## src/design/csm_regs.svh

```systemverilog
// Constants of the configuration set manager: sizes, field positions and reset values.
// Assumes inclusion by csm_pkg.sv and the design modules by bare name.
`ifndef CSM_REGS_SVH
`define CSM_REGS_SVH

`define CSM_WORD_W      32
`define CSM_N_SCRATCH   5
`define CSM_N_WORDS     8
`define CSM_N_SLOTS     3
`define CSM_SEL_W       2
`define CSM_SEL_N       4
`define CSM_SCR_SEL_W   3
// Word positions inside the active set
`define CSM_GAIN_IDX    0
`define CSM_AUTO_IDX    1
// Gain word in dB, auto word: bit 0 gain auto continuous, bit 1 exposure auto continuous
`define CSM_GAIN_6DB    32'h0000_0006
`define CSM_GAIN_MIN    32'h0000_0000
`define CSM_AUTO_CONT   32'h0000_0003
`define CSM_AUTO_OFF    32'h0000_0000
// Reset values of the volatile state
`define CSM_WORD_RST    32'h0000_0000
`define CSM_RDATA_RST   32'h0000_0000

`endif

```

## src/design/csm_pkg.sv

```systemverilog
// Types shared by the configuration set manager modules.
// Assumes csm_regs.svh is on the include path.
`default_nettype none
`include "csm_regs.svh"
package csm_pkg;
	// Factory profiles; the delivered default is the standard one
	typedef enum logic [`CSM_SEL_W-1:0] {
		CSM_PROF_STD    = 2'h0,
		CSM_PROF_HIGAIN = 2'h1,
		CSM_PROF_AUTO   = 2'h2,
		CSM_PROF_COLOR  = 2'h3
	} csm_prof_e;
	// Source or target set: default profile or user slot 1..3
	typedef enum logic [`CSM_SEL_W-1:0] {
		CSM_SET_DEFAULT = 2'h0,
		CSM_SET_SLOT1   = 2'h1,
		CSM_SET_SLOT2   = 2'h2,
		CSM_SET_SLOT3   = 2'h3
	} csm_set_e;
	// Parameter access kinds
	typedef enum logic [2:0] {
		CSM_ACC_ACTIVE  = 3'h0,
		CSM_ACC_SCR_SEL = 3'h1,
		CSM_ACC_SCR_VAL = 3'h2,
		CSM_ACC_DFLT    = 3'h3,
		CSM_ACC_SLOT    = 3'h4,
		CSM_ACC_START   = 3'h5,
		CSM_ACC_SAVE    = 3'h6,
		CSM_ACC_LOAD    = 3'h7
	} csm_acc_e;
	// Controller states, Gray along boot, load, idle, save
	typedef enum logic [1:0] {
		CSM_ST_BOOT = 2'h0,
		CSM_ST_LOAD = 2'h1,
		CSM_ST_IDLE = 2'h3,
		CSM_ST_SAVE = 2'h2
	} csm_state_e;
endpackage
`default_nettype wire

```

## src/design/csm_nv_if.sv

```systemverilog
// Carrier between the controller and the non-volatile store.
// Assumes one clock; the store reads combinationally.
`default_nettype none
`include "csm_regs.svh"
interface csm_nv_if
	import csm_pkg::*;
#(
	parameter int IDX_W  = 3,
	parameter int WORD_W = `CSM_WORD_W
);
	logic              wr_en;
	csm_set_e          wr_slot;
	csm_set_e          rd_slot;
	logic [IDX_W-1:0]  idx;
	logic [WORD_W-1:0] wdata;
	logic [WORD_W-1:0] rdata;
	logic              dflt_wr;
	csm_prof_e         dflt_in;
	csm_prof_e         dflt_q;
	logic              start_wr;
	csm_set_e          start_in;
	csm_set_e          start_q;
	modport ctl (output wr_en, wr_slot, rd_slot, idx, wdata, dflt_wr, dflt_in, start_wr, start_in,
		input rdata, dflt_q, start_q);
	modport mem (input wr_en, wr_slot, rd_slot, idx, wdata, dflt_wr, dflt_in, start_wr, start_in,
		output rdata, dflt_q, start_q);
endinterface
`default_nettype wire

```

## src/design/csm_top.sv

```systemverilog
// Configuration set manager: scratch words, active set, factory profiles and user slots.
// Assumes synchronous access inputs and an acquisition-active level from the camera core.
// Function
// - Five independent signed 32-bit scratch words, writable and readable any time.
// - A scratch selector picks the word that scratch reads and writes reach.
// - Scratch words only store and return values, affecting nothing else.
// - Every parameter write lands in the active set.
// - Active set is volatile and cleared by any reset.
// - Four factory profiles are fixed and never writable.
// - High-gain profile is standard with gain at plus six decibels.
// - Auto profile is standard with continuous auto gain, auto exposure, minimal gain.
// - Default-profile selector picks a factory profile and survives reset.
// - Delivered default-profile selection is the standard profile.
// - Default-profile selector changes only while acquisition is idle.
// - Three persistent user slots, chosen as slot one, two or three.
// - Save copies the whole active set into the selected slot.
// - Saves exclude the lookup table, which software rewrites after startup.
// - Load overwrites active set from default profile or a user slot.
// - Startup profile is loaded into the active set after every reset.
// - Loads happen only while acquisition is idle.
// - Startup selector has exactly four choices: slots one to three or default.
`default_nettype none
`include "csm_regs.svh"
module csm_top
	import csm_pkg::*;
#(
	parameter int N_WORDS = `CSM_N_WORDS,
	parameter int WORD_W  = `CSM_WORD_W,
	parameter int IDX_W   = $clog2(N_WORDS),
	parameter logic [N_WORDS*WORD_W-1:0] STD_PROFILE   = '0,
	parameter logic [N_WORDS*WORD_W-1:0] COLOR_PROFILE = '0
) (
	input  wire logic                      core_clk,
	input  wire logic                      rstn,
	input  wire logic                      acq_active,
	input  wire logic                      acc_valid,
	input  wire logic                      acc_write,
	input  wire csm_acc_e                  acc_kind,
	input  wire logic [IDX_W-1:0]          acc_addr,
	input  wire logic [WORD_W-1:0]         acc_wdata,
	output logic                           acc_ready,
	output logic                           acc_done,
	output logic                           acc_err,
	output logic [WORD_W-1:0]              acc_rdata,
	output logic [N_WORDS*WORD_W-1:0]      active_set,
	output csm_prof_e                      dflt_sel,
	output csm_set_e                       start_sel
);
	localparam int NS      = `CSM_N_SCRATCH;
	localparam int CMD_LAT = N_WORDS + 1;
	localparam logic [IDX_W-1:0] LAST_IDX = IDX_W'(N_WORDS - 1);

	typedef struct packed {
		csm_state_e                  st;
		logic                        boot;
		logic [IDX_W-1:0]            idx;
		csm_set_e                    src;
		csm_set_e                    slot;
		logic [`CSM_SCR_SEL_W-1:0]   scr_sel;
		logic [NS-1:0][WORD_W-1:0]   scr;
		logic [N_WORDS-1:0][WORD_W-1:0] act;
		logic                        rdy;
		logic                        done;
		logic                        err;
		logic [WORD_W-1:0]           rdata;
		csm_prof_e                   dflt_o;
		csm_set_e                    start_o;
	} csm_top_s;

	csm_top_s q;
	csm_top_s next_q;
	logic     acc_take;
	logic     sel_ok;

	csm_nv_if #(.IDX_W(IDX_W), .WORD_W(WORD_W)) nv ();

	csm_nvstore #(
		.N_WORDS (N_WORDS),
		.WORD_W  (WORD_W),
		.N_SLOTS (`CSM_N_SLOTS)
	) u_store (
		.core_clk (core_clk),
		.nv       (nv)
	);

	// Factory profiles are constants derived from the standard one, color from its own parameter, so nothing can write them
	function automatic logic [WORD_W-1:0] fac_word(csm_prof_e p, logic [IDX_W-1:0] i);
		logic [WORD_W-1:0] w;
		w = STD_PROFILE[i*WORD_W +: WORD_W];
		case (p)
			CSM_PROF_HIGAIN: begin
				if (i == IDX_W'(`CSM_GAIN_IDX)) begin
					w = `CSM_GAIN_6DB;
				end
			end
			CSM_PROF_AUTO: begin
				if (i == IDX_W'(`CSM_AUTO_IDX)) begin
					w = `CSM_AUTO_CONT;
				end else if (i == IDX_W'(`CSM_GAIN_IDX)) begin
					w = `CSM_GAIN_MIN;
				end
			end
			CSM_PROF_COLOR: begin
				w = COLOR_PROFILE[i*WORD_W +: WORD_W];
			end
			default: begin
				w = STD_PROFILE[i*WORD_W +: WORD_W];
			end
		endcase
		return w;
	endfunction

	// Access is only taken while idle, so commands never interleave with accesses
	assign acc_take = acc_valid && q.rdy;
	// Four-way selectors: anything above the last code is refused
	assign sel_ok   = acc_wdata < WORD_W'(`CSM_SEL_N);

	// Store port: slot walk uses the same word index as the active set
	assign nv.idx      = q.idx;
	assign nv.wr_slot  = q.slot;
	assign nv.rd_slot  = q.src;
	assign nv.wdata    = q.act[q.idx];
	assign nv.dflt_in  = csm_prof_e'(acc_wdata[`CSM_SEL_W-1:0]);
	assign nv.start_in = csm_set_e'(acc_wdata[`CSM_SEL_W-1:0]);

	// Next-state logic of the whole controller
	always_comb begin
		next_q         = q;
		next_q.done    = 1'b0;
		next_q.err     = 1'b0;
		next_q.dflt_o  = nv.dflt_q;
		next_q.start_o = nv.start_q;
		nv.wr_en       = 1'b0;
		nv.dflt_wr     = 1'b0;
		nv.start_wr    = 1'b0;
		case (q.st)
			CSM_ST_BOOT: begin
				// Startup set taken from the persistent selector
				next_q.src  = nv.start_q;
				next_q.idx  = '0;
				next_q.boot = 1'b1;
				next_q.st   = CSM_ST_LOAD;
			end
			CSM_ST_IDLE: begin
				if (acc_take) begin
					next_q.done  = 1'b1;
					next_q.rdata = `CSM_RDATA_RST;
					case (acc_kind)
						CSM_ACC_ACTIVE: begin
							if (acc_write) begin
								next_q.act[acc_addr] = acc_wdata;
							end else begin
								next_q.rdata = q.act[acc_addr];
							end
						end
						CSM_ACC_SCR_SEL: begin
							if (!acc_write) begin
								next_q.rdata = WORD_W'(q.scr_sel);
							end else if (acc_wdata < WORD_W'(NS)) begin
								next_q.scr_sel = acc_wdata[`CSM_SCR_SEL_W-1:0];
							end else begin
								next_q.err = 1'b1;
							end
						end
						CSM_ACC_SCR_VAL: begin
							// Scratch words drive nothing outside this register
							if (acc_write) begin
								next_q.scr[q.scr_sel] = acc_wdata;
							end else begin
								next_q.rdata = q.scr[q.scr_sel];
							end
						end
						CSM_ACC_DFLT: begin
							if (!acc_write) begin
								next_q.rdata = WORD_W'(nv.dflt_q);
							end else if (acq_active || !sel_ok) begin
								next_q.err = 1'b1;
							end else begin
								nv.dflt_wr = 1'b1;
							end
						end
						CSM_ACC_SLOT: begin
							if (!acc_write) begin
								next_q.rdata = WORD_W'(q.slot);
							end else if (sel_ok) begin
								next_q.slot = csm_set_e'(acc_wdata[`CSM_SEL_W-1:0]);
							end else begin
								next_q.err = 1'b1;
							end
						end
						CSM_ACC_START: begin
							if (!acc_write) begin
								next_q.rdata = WORD_W'(nv.start_q);
							end else if (sel_ok) begin
								nv.start_wr = 1'b1;
							end else begin
								next_q.err = 1'b1;
							end
						end
						CSM_ACC_SAVE: begin
							// The default profile is not a save target
							if (q.slot == CSM_SET_DEFAULT) begin
								next_q.err = 1'b1;
							end else begin
								next_q.done = 1'b0;
								next_q.rdy  = 1'b0;
								next_q.idx  = '0;
								next_q.st   = CSM_ST_SAVE;
							end
						end
						CSM_ACC_LOAD: begin
							if (acq_active) begin
								next_q.err = 1'b1;
							end else begin
								next_q.done = 1'b0;
								next_q.rdy  = 1'b0;
								next_q.src  = q.slot;
								next_q.idx  = '0;
								next_q.boot = 1'b0;
								next_q.st   = CSM_ST_LOAD;
							end
						end
						default: begin
							next_q.err = 1'b1;
						end
					endcase
				end
			end
			CSM_ST_SAVE: begin
				// One word per cycle; the lookup table is not part of the set at all
				nv.wr_en = 1'b1;
				if (q.idx == LAST_IDX) begin
					next_q.st   = CSM_ST_IDLE;
					next_q.rdy  = 1'b1;
					next_q.done = 1'b1;
				end else begin
					next_q.idx = q.idx + IDX_W'(1);
				end
			end
			CSM_ST_LOAD: begin
				// Whole set replaced before any access is taken again
				if (q.src == CSM_SET_DEFAULT) begin
					next_q.act[q.idx] = fac_word(nv.dflt_q, q.idx);
				end else begin
					next_q.act[q.idx] = nv.rdata;
				end
				if (q.idx == LAST_IDX) begin
					next_q.st   = CSM_ST_IDLE;
					next_q.rdy  = 1'b1;
					next_q.done = !q.boot;
					next_q.boot = 1'b0;
				end else begin
					next_q.idx = q.idx + IDX_W'(1);
				end
			end
			default: begin
				next_q.st = CSM_ST_BOOT;
			end
		endcase
	end

	// Volatile state clears on reset, the user set selector to slot one, then the startup set is loaded
	always_ff @(posedge core_clk or negedge rstn) begin
		if (!rstn) begin
			q         <= '0;
			q.st      <= CSM_ST_BOOT;
			q.slot    <= CSM_SET_SLOT1;
			q.src     <= CSM_SET_DEFAULT;
			q.dflt_o  <= CSM_PROF_STD;
			q.start_o <= CSM_SET_DEFAULT;
		end else begin
			q <= next_q;
		end
	end

	// All outputs straight from the state register
	assign acc_ready  = q.rdy;
	assign acc_done   = q.done;
	assign acc_err    = q.err;
	assign acc_rdata  = q.rdata;
	assign active_set = q.act;
	assign dflt_sel   = q.dflt_o;
	assign start_sel  = q.start_o;
endmodule
`default_nettype wire

```

## src/design/csm_nvstore.sv

```systemverilog
// Non-volatile part: three user slots and the two persistent selectors.
// Assumes a storage that keeps its contents over reset; no reset reaches it.
`default_nettype none
`include "csm_regs.svh"
module csm_nvstore
	import csm_pkg::*;
#(
	parameter int N_WORDS = `CSM_N_WORDS,
	parameter int WORD_W  = `CSM_WORD_W,
	parameter int N_SLOTS = `CSM_N_SLOTS
) (
	input wire logic core_clk,
	csm_nv_if.mem    nv
);
	typedef struct packed {
		csm_prof_e dflt;
		csm_set_e  start;
	} csm_nv_s;

	// Delivered state: standard profile as default, default set at startup
	csm_nv_s q = '{dflt: CSM_PROF_STD, start: CSM_SET_DEFAULT};
	csm_nv_s next_q;
	logic [WORD_W-1:0] slot_mem [1:N_SLOTS][N_WORDS];

	// Selector updates; legality is checked by the controller
	always_comb begin
		next_q = q;
		if (nv.dflt_wr) begin
			next_q.dflt = nv.dflt_in;
		end
		if (nv.start_wr) begin
			next_q.start = nv.start_in;
		end
	end

	// No reset on purpose: this state must outlive it
	always_ff @(posedge core_clk) begin
		q <= next_q;
		if (nv.wr_en && nv.wr_slot != CSM_SET_DEFAULT) begin
			slot_mem[nv.wr_slot][nv.idx] <= nv.wdata;
		end
	end

	assign nv.dflt_q  = q.dflt;
	assign nv.start_q = q.start;
	// Default code has no slot behind it
	assign nv.rdata   = (nv.rd_slot == CSM_SET_DEFAULT) ? '0 : slot_mem[nv.rd_slot][nv.idx];
endmodule
`default_nettype wire

```

## config.mk

```make
export PLATFORM = sky130hd
export DESIGN_NAME = csm_top
export DESIGN_NICKNAME = d
export VERILOG_FILES = /design/src/design/csm_pkg.sv /design/src/design/csm_nv_if.sv /design/src/design/csm_top.sv /design/src/design/csm_nvstore.sv
export VERILOG_INCLUDE_DIRS = /design/src /design/src/design
export SDC_FILE = /design/constraint.sdc
export NUM_CORES = 2
export LEC_CHECK = 0
export BUFFER_PORTS_ARGS = -buffer_cell sky130_fd_sc_hd__buf_2
export CAP_MARGIN = 40
export CORE_ASPECT_RATIO = 0.5
export CORE_MARGIN = 4
export CORE_UTILIZATION = 27
export CTS_CLUSTER_DIAMETER = 200
export DETAILED_ROUTE_END_ITERATION = 6
export MAX_ROUTING_LAYER = met4
export PLACE_DENSITY_LB_ADDON = 0.25
export SYNTH_ARGS = -nofsm -noshare
export SYNTH_HDL_FRONTEND = slang
export SYNTH_SLANG_ARGS = --single-unit
```

## constraint.sdc

```tcl
create_clock -name core_clk -period 4.3 [get_ports core_clk]
set_input_delay 0.86 -clock core_clk [delete_from_list [all_inputs] [get_ports core_clk]]
set_output_delay 0.86 -clock core_clk [all_outputs]
set_load 0.005 [all_outputs]
```

Word level (Yosys, flattened, before mapping):

Memories as Yosys holds them, arrays and structs flattened.
Index checks and enable logic that the tools add are counted.

* bits in registers: 472
* RAM bits: 768
* input bits: 43
* output and inout bits: 295
* word-level logic and storage cells: 188
* memories kept: 1

* add/subtract/negate cells: 1
* order comparisons: 10
* equal/unequal tests: 25
* shifts and indexed selects: 1
* multiplexer cells: 91
* bitwise logic cells: 1
* reductions and logical operators: 31

Memories
* u_store.slot_mem: depth 3, bits a word 256, read ports 1, clocked after Yosys merged registers in 0, write ports 1, RTL line csm_nvstore.sv:23 `logic [WORD_W-1:0] slot_mem [1:N_SLOTS][N_WORDS];`

Operators with widths (count)
* $mux W256: 4
* $bwmux W256: 3
* $mux W32: 17
* $pmux W256 S2: 1
* $mux W464: 1
* $bmux W32 S3: 4
* $demux W32 S3: 4
* $mux W160: 2
* $shiftx A256 B9 Y32 const A: 1
* $pmux W32 S6: 1
* $bwmux W160: 1
* $lt A32 B3 Y1 const B: 2
* $pmux W32 S2: 1
* $mux W33: 1
* $mux W2: 13
* $mux W1: 21
* $mux W3: 7
* $reduce_and A5 Y1: 4
* $eq A3 B3 Y1 const B: 5
* $lt A3 B4 Y1 const B: 3
* $ne A2 B2 Y1 const B: 6
* $pmux W2 S2: 3
* $reduce_and A4 Y1: 3
* $ge A3 B1 Y1 const B: 3
* other kinds (29): 49

Depth between registers and ports, before layout:

* depth in word-level cells: 9
* mapped depth: 11
* gate-level depth less buffers: 8

By module:

Synthesis repeated with hierarchy kept, for this count alone.

* cells, all modules: 4499
* area total of the unflattened synthesis: 59751.1 um^2

Modules (own cells, without submodules)
* csm_nvstore: instances 1, cells an instance 1879, area an instance 30596.8 um^2, seq. area each 23182.2 um^2
* csm_top: instances 1, cells an instance 2620, area an instance 29154.2 um^2, seq. area each 11712.5 um^2

Worst setup path after synthesis:

No wires, ideal clock.

* kind: flip-flop to flip-flop
* start point: register q, in the netlist nv.idx[0]
* end point: memory u_store.slot_mem[3][224] (netlist name) (enable)
* library setup time: 421 ps
* arrival: 2745 ps
* required time: 3879 ps
* setup slack: 1133 ps
* cell stages (with the launch flop): 7
* path buffers: 4
* clock period less this slack: 3167 ps
* path through: dfrtp_1 -> buf_6 -> or3_1 -> clkbuf_1 -> buf_2 -> buf_1 -> nor2_1

* longest elaborated chain between the ends: 6
* elaborated cells between the ends (all ways): 7
* classes of those cells: 2 x order compare; 3 x mux; 1 x bitwise; 1 x reduce/logical

Ends and longest elaborated chain
* start, declared: RTL line csm_top.sv:70 `csm_top_s q;`
* start signal, assigned: RTL line csm_top.sv:272 `q <= next_q;`
* $not A3 Y4 (implied by the code) *: RTL line csm_nvstore.sv:40 `slot_mem[nv.wr_slot][nv.idx] <= nv.wdata;`
* $ge A4 B4 Y1 (implied by the code) / $lt A4 B1 Y1 (equally long branches): RTL line csm_nvstore.sv:40
* $logic_and A1 B1 Y1 (implied by the code): RTL line csm_nvstore.sv:40
* $mux W32 (implied by the code): RTL line csm_nvstore.sv:40
* $demux W32 S3 *: RTL line csm_nvstore.sv:40
* $mux W256 (implied by the code) *: RTL line csm_nvstore.sv:40
* end, declared: RTL line csm_nvstore.sv:23

Mark *: on every way between the ends. The rest lies on a longest branch, timed or not.

Final worst setup path:

* start point: register q, in the netlist nv.idx[2]
* end point: register q, in the netlist active_set[212]

* longest elaborated chain between the ends: 9
* elaborated cells between the ends (all ways): 23
* classes of those cells: 2 x order compare; 1 x eq/ne; 1 x shift; 16 x mux; 1 x bitwise; 2 x reduce/logical

Ends and longest elaborated chain
* $shiftx A256 B9 Y32 / $logic_not A3 Y1 (equally long branches)
* $mux W32: RTL line csm_top.sv:99 `` end else if (i == IDX_W'(`CSM_GAIN_IDX)) begin ``
* $mux W32: RTL line csm_top.sv:97 `` if (i == IDX_W'(`CSM_AUTO_IDX)) begin ``
* $pmux W32 S2: RTL line csm_top.sv:90 `case (p)`
* $mux W32: RTL line csm_top.sv:242 `if (q.src == CSM_SET_DEFAULT) begin`
* $mux W32: RTL line csm_top.sv:136 `case (q.st)`
* $bwmux W256: RTL line csm_top.sv:243 `next_q.act[q.idx] = fac_word(nv.dflt_q, q.idx);`
* $mux W256 *: RTL line csm_top.sv:242
* $pmux W256 S2 *: RTL line csm_top.sv:136

Mark *: on every way between the ends. The rest lies on a longest branch, timed or not. The select of a mux whose other input is x is not followed.
A chain may end at the register's enable or synchronous reset.

==> flow_summary.yaml <==
sta:
  min_period_over_period: 0.804
  rsz0062_at_grt: "no"
  clock.fmax_mhz: 289
  final_period_minus_worst_setup_slack_ps: 3460
  relSlewSlack: 0.336
  setup_viol_count_final: 0
  final.setup.tns_ps: 0
  tightestPinTransition_ps: 993
  timing_max_transition_violations_final: 0
  final_critical_path_setup_slack_ps: 842
  report.final.hold_viol_count: 0
  hold_ws_ps: 119
  timing.clock.skew_ps: 24.6
route:
  drc: 0
  route.antenna.remaining_nets: 0
  num_vias: 40300
  routed_wirelength_mm: 231
  vias_per_cell: 5.46
  routed_wire_length_per_instance_um: 31.4
  initial_drc_count: 5065
  drt_first_pass_iters: 6
job:
  drv_cap: 0
grt:
  maximum_number_of_pins_on_one_net_before_global_route_repair: 88
  overflow: 0
  vias_in_the_first_global_route: 38800
  grt_antenna_before_repair: 15
  grt_usage: 0.212
  grt_first_pass_wirelength_mm: 322
run_status:
  run_status: "finished clean"
place:
  place_ws_ps: 768
  place_hpwl_mm: 158
  buffer_ports.inserted: 337
  dpl_cell_area_um2: 60600
  gp_congestion: 0.964
logic_synthesis:
  yosys_most_used_dff: "edfxtp_1"
  synthesis.instances: 4393
  synth_seq_cells: 1240
  syn_area_um2: 56600
  synth_cell_type_count: 87
  postSynthAreaPerCell_um2: 12.9
  synthesis.nets: 4446
  ys_warns: 0
  synth_enable_flop_cells: 772
  ys_async_sr_fraction: 0.377
  fraction_of_the_yosys_area_taken_by_sequential_cells: 0.616
worst_setup_path:
  critPathSlowestCell: "o21ai_0"
  worst_path_largest_cell_delay_ps: 710
  cp.required_ps: 4930
  worstSetupStartpointType: "flop"
  critical_path_peak_fanout: 42
  crit_arrival_ps: 4080
  path_buf_inv: 2
  cpLargestDelayFamily: "compound AO/OA/AOI/OAI gates"
  timing.critical_path.cells: "buf_4, nand3b_1, buf_12, o22ai_1, o21ai_0, o21ai_1, nand3_1, a31oi_1"
  setup.worst_path.end_class: "flop"
  timing_worst_setup_path_type: "reg -> reg"
cells_and_area:
  most_common_cell_after_layout_fill_and_taps_aside: "edfxtp_1"
  layout.filler_cells: 20600
  final_layout_size_suffix_gt1_frac: 0.252
  final_cell_mix: "edfxtp_1 (772), dfrtp_1 (460), buf_2 (337), nor2_1 (284), mux2i_1 (279)"
  layout.nets: 4562
  areaGrowthSynthToFinish_pct: 14.9
  layout.cell_area.non_filler_um2: 65100
  postLayoutCoreUtil: 0.313
die:
  coreArea_um2: 208000
  die_area_um2: 218000
  initial_utilization: 0.273
  fp.dieW_um: 656
  top_level_pins: 338
  die-height_um: 332
  num_rows: 118
clock_network:
  cts-root-buf: "clkbuf_16"
  cts_hold_repair.buffers: 0
  cts_made_buffers: 133
  clock_tree.htree_level_count: 4
  clock_latency_ps: 780
  cts_setup_buffers: 0
  cts-root-to-sink-buffers: 3
  numClockSinks: 1240
  ctsResizeCount: 0
  cts_tree: "yes"
  clk_transition_reported_paths_ps: 60
pwr:
  leakagePower_uw: 0.0245
  power_per_cell_area_nw_per_um2: 706
  largest_vdd_supply_drop_mv: 0.375
worst_hold_path:
  path_class_of_the_lowest_slack_min_delay_path: "in -> async"
-- power breakdown --
group          switching, µW  leakage, µW  internal [µW]
Combinational          11700      0.00907           5120
Clock                   4990      0.00214           6720
Sequential              1880       0.0133          15500
-- logic make-up after synthesis --
logic type / Yosys count / share of synthesized area
AOI/OAI and AO/OA: 1305 / 0.157
adders and majority gates: 10 / 0.00221
buffers and inverters: 619 / 0.0693
DFF: 1240 / 0.616
muxes: 511 / 0.0978
and+or+nand+nor: 708 / 0.0574
-- through the flow --
step | total power (µW) | std cells
after floorplan | 26400 | 4393
after global placement | 33700 | 7120
after detailed placement | 34000 | 7132
after CTS | 45700 | 7367
after global routing | 47400 | 7378
final | 45900 | 7380
-- flip-flops by register name, indices dropped and copies added, names as in the netlist, 3 cells and up --
register          flops
u_store.slot_mem    768
nv.idx                3
q                   166
active_set          256
acc_rdata            32
-- worst register-to-register path, delay by kind of cell (launching register included) --
| kind | cells | cell delay (ps) |
|---|---|---|
| compound gates | 4 | 1460 |
| flops | 1 | 690 |
| simple gates | 2 | 600 |
| buf+inv | 2 | 560 |
-- Yosys cell counts, types with 57 or more instances --
master,n,area [µm²]
edfxtp_1,772,23200
dfrtp_1,467,11700
buf_4,334,2510
nor2_1,315,1180
mux2i_1,279,2790
o21ai_0,237,1190
a21oi_1,229,1150
mux2_2,220,2480
a22oi_1,207,1550
nand2_1,195,732
o22ai_1,138,863
clkbuf_1,115,432
buf_2,114,571
a31oi_1,68,425
o211ai_1,57,428
o21a_1,57,428
-- metal layers --
metal	GRT usage	routed length (µm)	share of wire
met1	0.282	98400	0.43
met2	0.318	104000	0.45
met3	0.0378	18700	0.081
met4	0.0879	10100	0.043
met5	-	0	0
-- path summary, 6_finish.rpt --
kind,depth (start not counted),end,slack (ps),startpoint
setup / recovery,8,active_set[212],840,nv.idx[2]
hold / removal,1,acc_rdata[28],120,rstn
setup reg to reg,8,active_set[212],840,nv.idx[2]
hold reg to reg,0,start_sel[1],480,u_store.nv.start_q[1]
max in group asynchronous,2,active_set[10],3180,rstn
min in group core_clk,2,q[443],420,acc_wdata[20]
-- area by class of cell --
cell class / instances / area, µm² / share of cell area
Clock buffer: 182 / 3730 / 0.0573
Sequential cell: 1240 / 34900 / 0.537
Tap cell: 2760 / 3450 / 0.0531
Clock inverter: 53 / 662 / 0.0102
Multi-Input combinational cell: 2534 / 18200 / 0.280
Timing Repair Buffer: 589 / 4030 / 0.0619
Inverter: 11 / 41.3 / 0.000635
Antenna cell: 11 / 27.5 / 0.000423
(Power assumes the default switching activity.)
